### config.mk
export PLATFORM = sky130hd
export DESIGN_NAME = sbs_serdes
export DESIGN_NICKNAME = d
export VERILOG_FILES = /design/src/sbs_pkg.sv /design/src/sbs_serdes.sv
export VERILOG_INCLUDE_DIRS = /design/src
export SDC_FILE = /design/constraint.sdc
export NUM_CORES = 1
export LEC_CHECK = 0
export CORE_UTILIZATION = 35
export CTS_CLUSTER_SIZE = 30
export DETAILED_ROUTE_END_ITERATION = 12
export DONT_BUFFER_PORTS = 1
export GPL_ROUTABILITY_DRIVEN = 0
export SETUP_SLACK_MARGIN = 0.2
export SLEW_MARGIN = 20
export SYNTH_ARGS = -nofsm -noshare
export SYNTH_HDL_FRONTEND = slang
export SYNTH_SLANG_ARGS = --single-unit
### constraint.sdc
create_clock -name pclk -period 3.7 [get_ports pclk]
set_clock_uncertainty 0.15 [all_clocks]
set_input_delay 0.185 -clock pclk [delete_from_list [all_inputs] [get_ports pclk]]
set_output_delay 0.185 -clock pclk [all_outputs]
set_load 0.005 [all_outputs]
### src/sbs_cfg.svh
// Constants of the byte serdes with line and clock diagnostics
`ifndef SBS_CFG_SVH
`define SBS_CFG_SVH
`define SBS_ADDR_CTRL 12'h000
`define SBS_ADDR_STATUS 12'h004
`define SBS_ADDR_RXBYTE 12'h008
`define SBS_CTRL_RESET 8'h04
`define SBS_SILENCE_BITS 8'd128
`define SBS_REF_WIN 6'd16
`define SBS_LOCK_WIN 20000
`define SBS_LOSE_PPM 500
`define SBS_GAIN_PPM 100
`define SBS_A1_BYTE 8'hf6
`define SBS_A2_BYTE 8'h28
`define SBS_A1_HIGH_RATE 4'd12
`define SBS_A1_LOW_RATE 4'd3
`define SBS_A2_NEED 2'd3
`define SBS_BYPASS_DIV 2'd3
`define SBS_DIV_19M 6'd32
`define SBS_DIV_38M 6'd16
`define SBS_DIV_51M 6'd12
`define SBS_DIV_77M 6'd8
`define SBS_DIV_155M 6'd4
`endif

### src/sbs_pkg.sv
// Types of the byte serdes with line and clock diagnostics
package sbs_pkg;
  typedef struct packed {
    logic bypass;
    logic [2:0] ref_sel;
    logic slave_mode;
    logic rx_bus_oe;
    logic ref_tx_mode;
    logic spare;
  } sbs_ctrl_type;
  typedef enum logic [1:0] {FRM_IDLE, FRM_A1, FRM_A2} sbs_frm_type;
endpackage

### src/sbs_serdes.sv
// Byte mux and demux with framer and line and clock diagnostics
//
// The register offsets and register access over APB were left to the implementer.
`timescale 1ns/1ps
`include "sbs_cfg.svh"
module sbs_serdes import sbs_pkg::*; #(
  parameter int LOCK_WIN = `SBS_LOCK_WIN,
  parameter int RX_PER_REF = 1
) (
  input wire logic pclk,
  input wire logic presetn,
  input wire logic psel,
  input wire logic penable,
  input wire logic pwrite,
  input wire logic [11:0] paddr,
  input wire logic [31:0] pwdata,
  output logic [31:0] prdata,
  output logic pready,
  output logic pslverr,
  input wire logic counter_reset_n,
  input wire logic synth_ref_clock,
  input wire logic rx_line_clock,
  input wire logic rx_serial_bit,
  input wire logic line_signal_lost_n,
  input wire logic transition_alarm_clear,
  input wire logic reframe_request,
  input wire logic low_rate_select,
  input wire logic tx_clk_phase_sel_lo,
  input wire logic tx_clk_phase_sel_hi,
  input wire logic [7:0] tx_parallel_bytes,
  output logic tx_byte_clock,
  output logic tx_serial_bit,
  output logic [7:0] rx_parallel_bytes,
  output logic rx_bus_oe,
  output logic rx_byte_clock,
  output logic frame_found_pulse,
  output logic ref_clock_missing,
  output logic no_transition_alarm,
  output logic rx_freq_locked,
  output logic cdr_tracks_ref
);
  localparam int LOSE_DEV = LOCK_WIN * `SBS_LOSE_PPM / 1000000;
  localparam int GAIN_DEV = LOCK_WIN * `SBS_GAIN_PPM / 1000000;
  localparam int EXPECT = LOCK_WIN * RX_PER_REF;

  sbs_ctrl_type ctrl_q, ctrl_d;
  logic [31:0] prdata_q, prdata_d;
  logic ref_prev_q, rxc_prev_q, ref_edge, rx_edge, lost, cnt_clr;
  logic [5:0] ref_gap_q, ref_gap_d;
  logic ref_missing_q, ref_missing_d;
  logic [1:0] pre_q, pre_d;
  logic tx_tick;
  logic [2:0] tx_cnt_q, tx_cnt_d;
  logic [7:0] tx_shift_q, tx_shift_d, ref_byte_q, ref_byte_d;
  logic tx_bit_q, tx_bit_d, tx_bc_q, tx_bc_d;
  logic rx_tick, rx_bit;
  logic [2:0] rx_cnt_q, rx_cnt_d;
  logic [7:0] rx_shift_q, rx_shift_d, rx_byte_q, rx_byte_d;
  logic rx_bc_q, rx_bc_d;
  sbs_frm_type frm_q, frm_d;
  logic [2:0] frm_pos_q, frm_pos_d;
  logic [3:0] a1_cnt_q, a1_cnt_d, a1_need;
  logic [1:0] a2_cnt_q, a2_cnt_d;
  logic sync_q, sync_d, realign;
  logic line_prev_q, line_prev_d, alarm_q, alarm_d;
  logic [7:0] quiet_q, quiet_d;
  logic [31:0] win_ref_q, win_ref_d, win_rx_q, win_rx_d;
  logic locked_q, locked_d;
  logic [5:0] synth_div;
  logic synth_halve;

  assign pready = 1'b1;
  assign pslverr = psel && penable && paddr != `SBS_ADDR_CTRL && paddr != `SBS_ADDR_STATUS
                   && paddr != `SBS_ADDR_RXBYTE;
  assign prdata = prdata_q;
  assign ref_edge = synth_ref_clock && !ref_prev_q;
  assign rx_edge = rx_line_clock && !rxc_prev_q;
  assign lost = !line_signal_lost_n;
  assign cnt_clr = !counter_reset_n;

  // Reference divider choice for the transmit synthesizer
  always_comb begin
    synth_halve = 1'b0;
    case (ctrl_q.ref_sel)
      3'd0: synth_div = `SBS_DIV_19M;
      3'd1: synth_div = `SBS_DIV_38M;
      3'd2: synth_div = `SBS_DIV_51M;
      3'd3: synth_div = `SBS_DIV_77M;
      3'd4: begin
        synth_div = `SBS_DIV_155M;
        synth_halve = 1'b1;
      end
      default: synth_div = `SBS_DIV_77M;
    endcase
  end

  // Register file
  always_comb begin
    ctrl_d = ctrl_q;
    prdata_d = prdata_q;
    if (psel && !penable) begin
      case (paddr)
        `SBS_ADDR_CTRL: prdata_d = {24'h0, ctrl_q};
        `SBS_ADDR_STATUS: prdata_d = {17'h0, synth_halve, synth_div, 2'h0, cdr_tracks_ref, lost,
                                      rx_freq_locked, no_transition_alarm, ref_clock_missing,
                                      frame_found_pulse};
        `SBS_ADDR_RXBYTE: prdata_d = {24'h0, rx_byte_q};
        default: prdata_d = 32'h0;
      endcase
    end
    if (psel && penable && pwrite && paddr == `SBS_ADDR_CTRL) ctrl_d = sbs_ctrl_type'(pwdata[7:0]);
  end

  // Reference watchdog, counted on pclk
  always_comb begin
    ref_gap_d = (ref_edge || cnt_clr) ? 6'h0 : (ref_gap_q == `SBS_REF_WIN ? ref_gap_q : ref_gap_q + 6'h1);
    ref_missing_d = ref_edge ? 1'b0 : (ref_gap_q == `SBS_REF_WIN);
  end

  // Transmit side: bit tick, byte counter, phased byte clock, shifter
  always_comb begin
    pre_d = (pre_q == `SBS_BYPASS_DIV || cnt_clr) ? 2'h0 : pre_q + 2'h1;
    tx_tick = (ctrl_q.bypass && low_rate_select) ? (pre_q == `SBS_BYPASS_DIV) : 1'b1;
    tx_cnt_d = cnt_clr ? 3'h0 : (tx_tick ? tx_cnt_q + 3'h1 : tx_cnt_q);
    tx_bc_d = 3'(tx_cnt_d - {tx_clk_phase_sel_hi, tx_clk_phase_sel_lo, 1'b0}) < 3'd4;
    ref_byte_d = ref_edge ? tx_parallel_bytes : ref_byte_q;
    tx_shift_d = tx_shift_q;
    tx_bit_d = tx_bit_q;
    if (tx_tick) begin
      tx_bit_d = tx_shift_q[7];
      if (tx_cnt_q == 3'd7) tx_shift_d = ctrl_q.ref_tx_mode ? ref_byte_q : tx_parallel_bytes;
      else tx_shift_d = {tx_shift_q[6:0], 1'b0};
    end
  end

  // Receive side: bit source, deserializer, byte clock, squelch
  always_comb begin
    rx_tick = lost ? tx_tick : rx_edge;
    rx_bit = lost ? 1'b0 : rx_serial_bit;
    rx_shift_d = rx_tick ? {rx_shift_q[6:0], rx_bit} : rx_shift_q;
    rx_cnt_d = rx_cnt_q;
    rx_byte_d = rx_byte_q;
    if (cnt_clr || (rx_tick && realign)) rx_cnt_d = 3'h0;
    else if (rx_tick) rx_cnt_d = rx_cnt_q + 3'h1;
    if (rx_tick && (rx_cnt_q == 3'd7 || realign)) rx_byte_d = rx_shift_d;
    if (lost) rx_byte_d = 8'h0;
    rx_bc_d = rx_cnt_d < 3'd4;
  end

  // Framer over the receive bit window
  always_comb begin
    a1_need = low_rate_select ? `SBS_A1_LOW_RATE : `SBS_A1_HIGH_RATE;
    frm_d = frm_q;
    frm_pos_d = frm_pos_q;
    a1_cnt_d = a1_cnt_q;
    a2_cnt_d = a2_cnt_q;
    sync_d = 1'b0;
    realign = 1'b0;
    if (cnt_clr) begin
      frm_d = FRM_IDLE;
    end else if (rx_tick) begin
      frm_pos_d = frm_pos_q + 3'h1;
      case (frm_q)
        FRM_IDLE: begin
          if (rx_shift_d == `SBS_A1_BYTE) begin
            frm_d = FRM_A1;
            frm_pos_d = 3'h0;
            a1_cnt_d = 4'h1;
          end
        end
        FRM_A1: begin
          if (frm_pos_q == 3'd7) begin
            if (rx_shift_d == `SBS_A1_BYTE) begin
              a1_cnt_d = (a1_cnt_q == 4'hf) ? a1_cnt_q : a1_cnt_q + 4'h1;
            end else if (rx_shift_d == `SBS_A2_BYTE && a1_cnt_q >= a1_need) begin
              frm_d = FRM_A2;
              a2_cnt_d = 2'h1;
            end else begin
              frm_d = FRM_IDLE;
            end
          end
        end
        FRM_A2: begin
          if (frm_pos_q == 3'd7) begin
            if (rx_shift_d != `SBS_A2_BYTE) begin
              frm_d = FRM_IDLE;
            end else if (a2_cnt_q + 2'h1 == `SBS_A2_NEED) begin
              frm_d = FRM_IDLE;
              sync_d = 1'b1;
              realign = reframe_request;
            end else begin
              a2_cnt_d = a2_cnt_q + 2'h1;
            end
          end
        end
        default: frm_d = FRM_IDLE;
      endcase
    end
  end

  // Silence alarm and frequency lock
  always_comb begin
    line_prev_d = rx_edge ? rx_serial_bit : line_prev_q;
    quiet_d = quiet_q;
    alarm_d = alarm_q;
    if (cnt_clr || transition_alarm_clear || (rx_edge && rx_serial_bit != line_prev_q)) quiet_d = 8'h0;
    else if (rx_edge && quiet_q != `SBS_SILENCE_BITS) quiet_d = quiet_q + 8'h1;
    if (quiet_d == `SBS_SILENCE_BITS) alarm_d = 1'b1;
    if (transition_alarm_clear) alarm_d = 1'b0;
    win_ref_d = win_ref_q;
    win_rx_d = rx_edge ? win_rx_q + 32'h1 : win_rx_q;
    locked_d = locked_q;
    if (cnt_clr) begin
      win_ref_d = 32'h0;
      win_rx_d = 32'h0;
    end else if (ref_edge) begin
      if (win_ref_q == 32'(LOCK_WIN - 1)) begin
        if (locked_q && (win_rx_d > 32'(EXPECT + LOSE_DEV) || win_rx_d < 32'(EXPECT - LOSE_DEV)))
          locked_d = 1'b0;
        if (!locked_q && win_rx_d <= 32'(EXPECT + GAIN_DEV) && win_rx_d >= 32'(EXPECT - GAIN_DEV))
          locked_d = 1'b1;
        win_ref_d = 32'h0;
        win_rx_d = 32'h0;
      end else begin
        win_ref_d = win_ref_q + 32'h1;
      end
    end
  end

  always_ff @(posedge pclk or negedge presetn) begin
    if (!presetn) begin
      ctrl_q <= sbs_ctrl_type'(`SBS_CTRL_RESET);
      prdata_q <= 32'h0;
      ref_prev_q <= 1'b0;
      rxc_prev_q <= 1'b0;
      ref_gap_q <= 6'h0;
      ref_missing_q <= 1'b0;
      pre_q <= 2'h0;
      tx_cnt_q <= 3'h0;
      tx_shift_q <= 8'h0;
      ref_byte_q <= 8'h0;
      tx_bit_q <= 1'b0;
      tx_bc_q <= 1'b0;
      rx_cnt_q <= 3'h0;
      rx_shift_q <= 8'h0;
      rx_byte_q <= 8'h0;
      rx_bc_q <= 1'b0;
      frm_q <= FRM_IDLE;
      frm_pos_q <= 3'h0;
      a1_cnt_q <= 4'h0;
      a2_cnt_q <= 2'h0;
      sync_q <= 1'b0;
      line_prev_q <= 1'b0;
      quiet_q <= 8'h0;
      alarm_q <= 1'b0;
      win_ref_q <= 32'h0;
      win_rx_q <= 32'h0;
      locked_q <= 1'b0;
    end else begin
      ctrl_q <= ctrl_d;
      prdata_q <= prdata_d;
      ref_prev_q <= synth_ref_clock;
      rxc_prev_q <= rx_line_clock;
      ref_gap_q <= ref_gap_d;
      ref_missing_q <= ref_missing_d;
      pre_q <= pre_d;
      tx_cnt_q <= tx_cnt_d;
      tx_shift_q <= tx_shift_d;
      ref_byte_q <= ref_byte_d;
      tx_bit_q <= tx_bit_d;
      tx_bc_q <= tx_bc_d;
      rx_cnt_q <= rx_cnt_d;
      rx_shift_q <= rx_shift_d;
      rx_byte_q <= rx_byte_d;
      rx_bc_q <= rx_bc_d;
      frm_q <= frm_d;
      frm_pos_q <= frm_pos_d;
      a1_cnt_q <= a1_cnt_d;
      a2_cnt_q <= a2_cnt_d;
      sync_q <= sync_d;
      line_prev_q <= line_prev_d;
      quiet_q <= quiet_d;
      alarm_q <= alarm_d;
      win_ref_q <= win_ref_d;
      win_rx_q <= win_rx_d;
      locked_q <= locked_d;
    end
  end

  assign tx_byte_clock = tx_bc_q;
  assign tx_serial_bit = tx_bit_q;
  assign rx_parallel_bytes = rx_byte_q;
  assign rx_bus_oe = ctrl_q.rx_bus_oe;
  assign rx_byte_clock = rx_bc_q;
  assign frame_found_pulse = sync_q;
  assign ref_clock_missing = ref_missing_q;
  assign no_transition_alarm = alarm_q;
  assign rx_freq_locked = locked_q;
  assign cdr_tracks_ref = lost && !ctrl_q.slave_mode;

  property p_ref_missing;
    @(posedge pclk) disable iff (!presetn) $rose(synth_ref_clock) |=> !ref_clock_missing;
  endproperty
  a_ref_missing: assert property (p_ref_missing) else $error("missing flag held after edge");
  property p_ref_raise;
    @(posedge pclk) disable iff (!presetn) ref_gap_q == `SBS_REF_WIN && !$rose(synth_ref_clock)
      |=> ref_clock_missing;
  endproperty
  a_ref_raise: assert property (p_ref_raise) else $error("missing flag not raised");
  property p_squelch;
    @(posedge pclk) disable iff (!presetn) !line_signal_lost_n |=> rx_parallel_bytes == 8'h0;
  endproperty
  a_squelch: assert property (p_squelch) else $error("receive bytes not forced to zero");
  property p_cdr_ref;
    @(posedge pclk) disable iff (!presetn) cdr_tracks_ref == (!line_signal_lost_n && !ctrl_q.slave_mode);
  endproperty
  a_cdr_ref: assert property (p_cdr_ref) else $error("recovery reference choice wrong");
  property p_rx_clock_runs;
    @(posedge pclk) disable iff (!presetn || !counter_reset_n) (!line_signal_lost_n && !ctrl_q.bypass)[*8]
      |-> $changed(rx_cnt_q);
  endproperty
  a_rx_clock_runs: assert property (p_rx_clock_runs) else $error("receive clock stopped under loss");
  property p_alarm_clear;
    @(posedge pclk) disable iff (!presetn) transition_alarm_clear |=> !no_transition_alarm;
  endproperty
  a_alarm_clear: assert property (p_alarm_clear) else $error("alarm not cleared");
  property p_alarm_set;
    @(posedge pclk) disable iff (!presetn) $rose(no_transition_alarm) |-> $past(quiet_d) == `SBS_SILENCE_BITS;
  endproperty
  a_alarm_set: assert property (p_alarm_set) else $error("alarm raised early");
  property p_sync_pulse;
    @(posedge pclk) disable iff (!presetn) frame_found_pulse |=> !frame_found_pulse;
  endproperty
  a_sync_pulse: assert property (p_sync_pulse) else $error("frame sync longer than one cycle");
  property p_tx_phase;
    @(posedge pclk) disable iff (!presetn) tx_byte_clock ==
      (3'(tx_cnt_q - {tx_clk_phase_sel_hi, tx_clk_phase_sel_lo, 1'b0}) < 3'd4) || $changed(tx_clk_phase_sel_lo)
      || $changed(tx_clk_phase_sel_hi) || !$past(presetn);
  endproperty
  a_tx_phase: assert property (p_tx_phase) else $error("byte clock phase wrong");
  c_sync: cover property (@(posedge pclk) disable iff (!presetn) frame_found_pulse && reframe_request);
  c_lock: cover property (@(posedge pclk) disable iff (!presetn) $rose(rx_freq_locked));
  c_alarm: cover property (@(posedge pclk) disable iff (!presetn) $rose(no_transition_alarm));
endmodule // sbs_serdes

==> summary.txt, run 1 <==
Floorplanning
  – Core area: 24300 µm²
  – Rows: 57
  – Ports: approximately 120
  – Die width: 160 µm
  – Starting density of the core: between 30% and 40%
  – Die area: 25500 µm²
  – Die Ht: between 150 and 200 µm

Detailed routing
  – Routed via count: 6769
  – First DRT Iteration DRCs: 396
  – Routed len/inst: about 14 µm
  – Post-DR vias/cell: 5.17
  – Routed WL: about 19 mm
  – Antenna Violating Nets Remaining: 0
  – DRC Markers: 0
  – Drt first pass iters: 5

Clocking
  – Clock sinks: 160
  – TritonCTS clock tree: yes
  – Cts hold-fix bufs: 43
  – CTS Buf Count: 17
  – Worst-Skew Late Latency: roughly 0.43 ns
  – Reg clk slew, reported paths: 0.07 ns
  – CTS H-tree lvls: 4
  – Clock Root Buffer: clkbuf_16
  – Setup bufs post-CTS: 0
  – CTS Buffer Depth: 2

Placement
  – Port bufs: 0
  – Area post-placement: 8900 µm²
  – DP Wirelength: 12.6 mm

Global route
  – Largest net degree at the start of global routing: 161
  – All-layer global routing usage: between 15 and 20%
  – Initial antenna violation count: 0
  – Grt total ovfl: 0
  – Global-route wire length before repair: around 32 mm
  – Vias in the first global route: 6543

STA
  – Hold WS: -0.708 ns
  – Fmax: 0.319 GHz
  – Final setup fails: 0
  – Rel. slew slack: 44.7%
  – Min Clock Period, post-route: roughly 3.1 ns
  – Measured slew at the worst slew-check pin: 0.824 ns
  – Final period utilization: 84.8%
  – Hold Fails Final Rpt: 160
  – Slew Viols, Final: 0
  – Final setup TNS: 0 ns
  – Unrepaired setup endpoints after global routing: false

Critical path
  – Reg-to-reg critical path startpoint: win_rx_q[10]
  – Critical-path top delay cell: dlygate4sd3_1
  – Flop-to-flop setup slack: 0.64 ns
  – Crit start category: primary input
  – Worst EP arrival: 3.36 ns
  – Worst r2r path cells: 8
  – Crit Path Category: in2reg
  – Sequence of cells on the critical path: dlygate4sd3_1 -> nor4_2 -> nand2b_1 -> nor4_4 -> nand2_1 -> dlygate4sd3_1 -> o21ai_0 -> dlygate4sd3_1
  – WP buf/inv: 3
  – Worst EP required: ~3.9 ns
  – Crit-path max FO: 9
  – Max incr delay on CP: 0.60 ns
  – Most frequent CP cell: dlygate4sd3_1
  – R2R Path End: rx_freq_locked
  – CP delay by family, top: buffers and inverters
  – CP endpoint kind: flop

Synth
  – Synth unique cells: 67
  – Number of flops mapped to enable cells by yosys: 0
  – Primary FF master, synth: dfrtp_1
  – Synthesized flop and latch total: 160
  – Async SR Flop Fraction: 100%
  – Mapped Area: 8700 µm²
  – YS warnings: 0
  – Sequential cell area fraction in the yosys report: 46.0%
  – Synth Area per Inst: 9.20 µm²
  – Post-synthesis cell count: 945

Outcome
  – Outcome: complete, but fails checks
  – Failing checks: hold timing

Pwr
  – Worst VDD drop: just under 0.2 mV
  – Total design power: 3.80 mW
  – P_leak: 4.32 nW
  – Power Dens Cells: 383 nW/µm²

Final layout
  – Antenna diodes: 0
  – Share of layout cells above drive strength 1: 6.19%
  – Final #Nets: 1059
  – Most frequent cells in the layout: 159 x dfrtp_1, 135 x nand2_1, 108 x nor2_1, 61 x o21ai_0, 46 x nand3_1
  – Commonest non-fill, non-tap cell in the layout: dfrtp_1
  – Util after Layout: 40.7%
  – Area of the multi-input gates: 4390 µm²
  – Fill cell count: 2398
  – Reg area: approximately 4000 µm²
  – Layout Area Growth over Synthesis: 13.9%
  – Post-Layout Inst Area: 9910 µm²

Min path
  – HP Class: in2async

Run
  – Max-cap viol count: 0
## where the power goes
| group | internal (mW) | switching (mW) |
|---|---|---|
| Clock | 0.949 | 0.785 |
| Sequential | 1.80 | 0.0379 |
| Combinational | 0.0980 | 0.124 |
## stage by stage
| step | cells | worst slack [ns] |
|---|---|---|
| floorplan | 963 | 1.07 |
| global placement | 1235 | 0.706 |
| detailed placement | 1235 | 0.669 |
| CTS | 1310 | 0.612 |
| global route | 1310 | 0.276 |
| finish | 1310 | 0.561 |
## registers in the layout (all words and copies together), names as in the netlist, 4 cells and up
name               cells
prdata                13
rx_parallel_bytes      8
ref_gap_q              6
tx_shift_q             8
quiet_q                8
ctrl_q                 7
a1_cnt_q               4
rx_shift_q             8
ref_byte_q             8
win_ref_q             32
win_rx_q              32
## routing by layer
metal	vias up	GRT usage [%]	share of wire (%)
met3	19	3.38	4.1
met4	0	5.20	1.3
met2	137	24.5	46
met5	-	0	0
met1	3283	20.8	49
li1	3330	-	-
## worst max-delay path by stage
stage	start	endpoint	cells past startpoint	slack (ns)
finish	paddr[1]	ctrl_q[6]	8	0.56
global route	line_signal_lost_n	rx_parallel_bytes[5]	8	0.28
CTS	win_rx_q[10]	rx_freq_locked	8	0.61
detailed placement	win_rx_q[10]	rx_freq_locked	8	0.67
global placement	win_rx_q[10]	rx_freq_locked	8	0.71
floorplan	pre_q[0]	rx_parallel_bytes[6]	11	1.07
## final cells by class
| type | count | share of cell area (%) |
|---|---|---|
| Clock buffer | 17 | 4.29 |
| Clock inverter | 15 | 1.52 |
| Inverter | 19 | 0.720 |
| Multi-Input combinational cell | 728 | 44.3 |
| Sequential cell | 160 | 40.4 |
| Tap cell | 324 | 4.09 |
| Timing Repair Buffer | 47 | 4.65 |
## synthesized netlist by cell type (all sizes together) (11+ instances only)
cell type    n  area share, %
dfrtp      159             46
mux2        12            1.6
nor3        20            1.2
clkbuf      26            1.1
a21oi       24            1.4
and2        13           0.94
nor4        11            1.3
xor2        39            3.9
ha          19            2.7
nand3       46            2.6
buf         30            2.3
a22o        11            1.1
nand2      135            5.8
o21ai       62            3.6
nor2       109            4.7
and3        13           0.94
nand2b      13           0.94
nand4       23            1.9
inv         19           0.82
nor2b       12           0.86
mux2i       23            2.6
xnor2       31            3.1
## timing repair
action,4_1_cts,5_1_grt
resized for setup,0,0
endpoints found under the hold margin,227,160
endpoints found under the setup margin,0,0
## cells by family after synthesis
kind of cell | Yosys count | synth area share, %
compound gates | 152 | 11.0
xor+xnor | 70 | 7.05
fa+ha+maj | 19 | 2.73
buf+inv | 75 | 4.29
flops | 160 | 46.0
mux | 35 | 4.20
other cells | 2 | 0.0863
simple gates | 432 | 24.6
Note: power is estimated with default switching activity, not from simulation.
==> inputs of run 2 (changes only) <==
==> constraint.sdc (replaced) <==
create_clock -name pclk -period 2.98 [get_ports pclk]
set_clock_uncertainty 0.15 [all_clocks]
set_input_delay 0.149 -clock pclk [delete_from_list [all_inputs] [get_ports pclk]]
set_output_delay 0.149 -clock pclk [all_outputs]
set_load 0.005 [all_outputs]
==> run 2 against run 1 <==
Effect of this change:
- cell count up 2.6%
- non-clock buffer count rose by 34
- the run still ends with hold timing left
- wire length increased by 3.3%
- design area increased by 4.2%
- critical path depth increased by 2
- sequential cell count unchanged
- clock power increased by 32%
- global-route usage increased by 0.33 points
- total power is 29% higher
- first-iteration DRC count increased by 23%
- largest cell class unchanged
- combinational power up 35%
- hold slack worse by 0.022 ns
==> summary.txt, run 2 (synthesis gave the netlist of run 1 again) <==
Critical path
  – WP buf/inv: 2 (-1)
  – Critical-path top delay cell: or4_4
  – Crit-path max FO: 4 (-5)
  – CP endpoint kind: flop
  – Max incr delay on CP: 0.53 ns (-0.07 ns)
  – Crit Path Category: reg2reg
  – Worst EP required: 3.13 ns (-0.79 ns)
  – Sequence of cells on the critical path: buf_4 -> nand2_1 -> or4_4 -> o21ai_1 -> and3_1 -> o211ai_1 -> buf_4 -> o21a_1 -> a221oi_1 -> o41ai_2
  – Crit start category: flop
  – Most frequent CP cell: buf_4
  – Worst EP arrival: 2.89 ns (-0.47 ns)
  – CP delay by family, top: compound AO/OA/AOI/OAI gates

Pwr
  – Total design power: 4.88 mW (+29%)
  – Power Dens Cells: 472 nW/µm² (+23%)
  – P_leak: 4.52 nW (+4.7%)
  – Worst VDD drop: 0.292 mV (+50%)

STA
  – Slew Viols, Final: 0 (unchanged)
  – Unrepaired setup endpoints after global routing: false
  – Final setup fails: 0 (unchanged)
  – Fmax: 0.365 GHz
  – Hold Fails Final Rpt: 160 (unchanged)
  – Hold WS: -0.730 ns (-0.0219 ns)
  – Measured slew at the worst slew-check pin: 0.765 ns (-0.0590 ns)
  – Min Clock Period, post-route: between 2 and 3 ns
  – Final period utilization: 92.0%
  – Final setup TNS: 0 ns (unchanged)
  – Worst Slack Setup Final: 0.238 ns (-0.323 ns)
  – Rel. slew slack: 49.0% (+4.4 points)

Global route
  – All-layer global routing usage: 15.8% (+0.33 points)
  – Initial antenna violation count: 0 (unchanged)
  – Largest net degree at the start of global routing: 161 (unchanged)
  – Global-route wire length before repair: 32.9 mm (+2.1%)
  – Grt total ovfl: 0 (unchanged)
  – Vias in the first global route: 6636 (+1.4%)

Detailed routing
  – DRC Markers: 0 (unchanged)
  – Routed via count: 6876 (+1.6%)
  – Post-DR vias/cell: 5.12 (-0.99%)
  – First DRT Iteration DRCs: 487 (+23%)
  – Drt first pass iters: 5 (unchanged)
  – Antenna Violating Nets Remaining: 0 (unchanged)
  – Routed WL: 19.5 mm (+3.3%)
  – Routed len/inst: 14.5 µm (+0.70%)

Clocking
  – CTS Buf Count: 17 (unchanged)
  – CTS H-tree lvls: 4 (unchanged)
  – Clock Root Buffer: clkbuf_16
  – Reg clk slew, reported paths: 0.06 ns (about the same)
  – CTS Buffer Depth: 2 (unchanged)
  – Clock sinks: 160 (unchanged)
  – TritonCTS clock tree: yes
  – Worst-Skew Late Latency: 0.42 ns (about the same)

Placement
  – Placement Setup Slack: 0.174 ns (-0.495 ns)
  – Port bufs: 0 (unchanged)
  – DP Wirelength: 12.9 mm (+2.7%)

Min path
  – HP Class: in2async

Outcome
  – Outcome: complete, but fails checks
  – Failing checks: hold timing

Floorplanning
  – Starting density of the core: 35.8% (unchanged)
  – Die width: 160 µm (unchanged)
  – Die Ht: 160 µm (unchanged)
  – Rows: 57 (unchanged)
  – Die area: 25500 µm² (unchanged)
  – Ports: 118 (unchanged)
  – Core area: 24300 µm² (unchanged)

Run
  – Max-cap viol count: 0 (unchanged)

Final layout
  – Most frequent cells in the layout: 152 x dfrtp_1, 135 x nand2_1, 106 x nor2_1, 61 x o21ai_0, 45 x nand3_1
  – Commonest non-fill, non-tap cell in the layout: dfrtp_1
  – Layout Area Growth over Synthesis: 18.7%
  – Final #Nets: 1093 (+3.2%)
  – Share of layout cells above drive strength 1: 11.8% (+5.6 points)
## run 2: cell count changes in the layout (fill, tap and decap cells not counted), moves of 5 or more
| cell | before | now |
|---|---|---|
| dlygate4sd3_1 | 43 | 38 |
| buf_4 | 4 | 39 |
| inv_6 | 7 | 1 |
| dfrtp_1 | 159 | 152 |
| dfrtp_2 | 0 | 7 |
## run 2: path summary, 6_finish.rpt
check | endpoint | from | depth (start not counted) | slack [ns]
setup reg to reg | rx_freq_locked | win_rx_q[0] | 10 | 0.24
hold / removal | ref_byte_q[3] | presetn | 0 | -0.73
min in group pclk | prdata[1] | paddr[3] | 3 | 0.01
setup / recovery | rx_freq_locked | win_rx_q[0] | 10 | 0.24
hold reg to reg | pre_q[0] | pre_q[0] | 1 | 0.29
max in group asynchronous | rx_bus_oe | presetn | 0 | 3.15
## run 2: routing by layer
metal / up-vias / global-route usage (%) / share of wire [%]
met3: 17 / 4.08 / 5.1
met1: 3317 / 21.4 / 48
met4: 0 / 5.16 / 1.2
met5: - / 0 / 0
li1: 3387 / - / -
met2: 155 / 24.5 / 46
## run 2: area by class of cell
| cell class | instances | area, µm² |
|---|---|---|
| Sequential cell | 160 | 4010 |
| Timing Repair Buffer | 81 | 728 |
| Antenna cell | 1 | 2.50 |
| Inverter | 19 | 71.3 |
| Clock inverter | 11 | 155 |
| Clock buffer | 20 | 467 |
| Tap cell | 324 | 405 |
| Multi-Input combinational cell | 728 | 4480 |
| Fill cell | 2353 | 14000 |
## run 2: power breakdown
group	switching [mW]	leakage, nW	internal (mW)
clock network	0.902	0.297	1.39
logic	0.162	2.07	0.138
registers	0.0480	2.16	2.24
## run 2: what timing repair did
item                       CTS  global route
pin swaps                    1             4
hold endpoints to repair   252           163
gates resized for setup      2            26
hold buffers                38             2
setup buffers                1             8
setup endpoints to repair    1            20
## run 2: per-stage QoR
| step | util [%] | area [µm²] | hold slack, ns | cells |
|---|---|---|---|---|
| 5_1_grt | 42.4 | 10300 | -0.764 | 1343 |
| 2_1_floorplan | - | 8770 | -0.297 | 963 |
| 4_1_cts | 41.7 | 10100 | -0.756 | 1334 |
| 6_report | 42.5 | 10300 | -0.730 | 1344 |
| 3_3_place_gp | 37.5 | 9130 | -0.293 | 1264 |
| 3_5_place_dp | 37.5 | 9130 | -0.292 | 1264 |
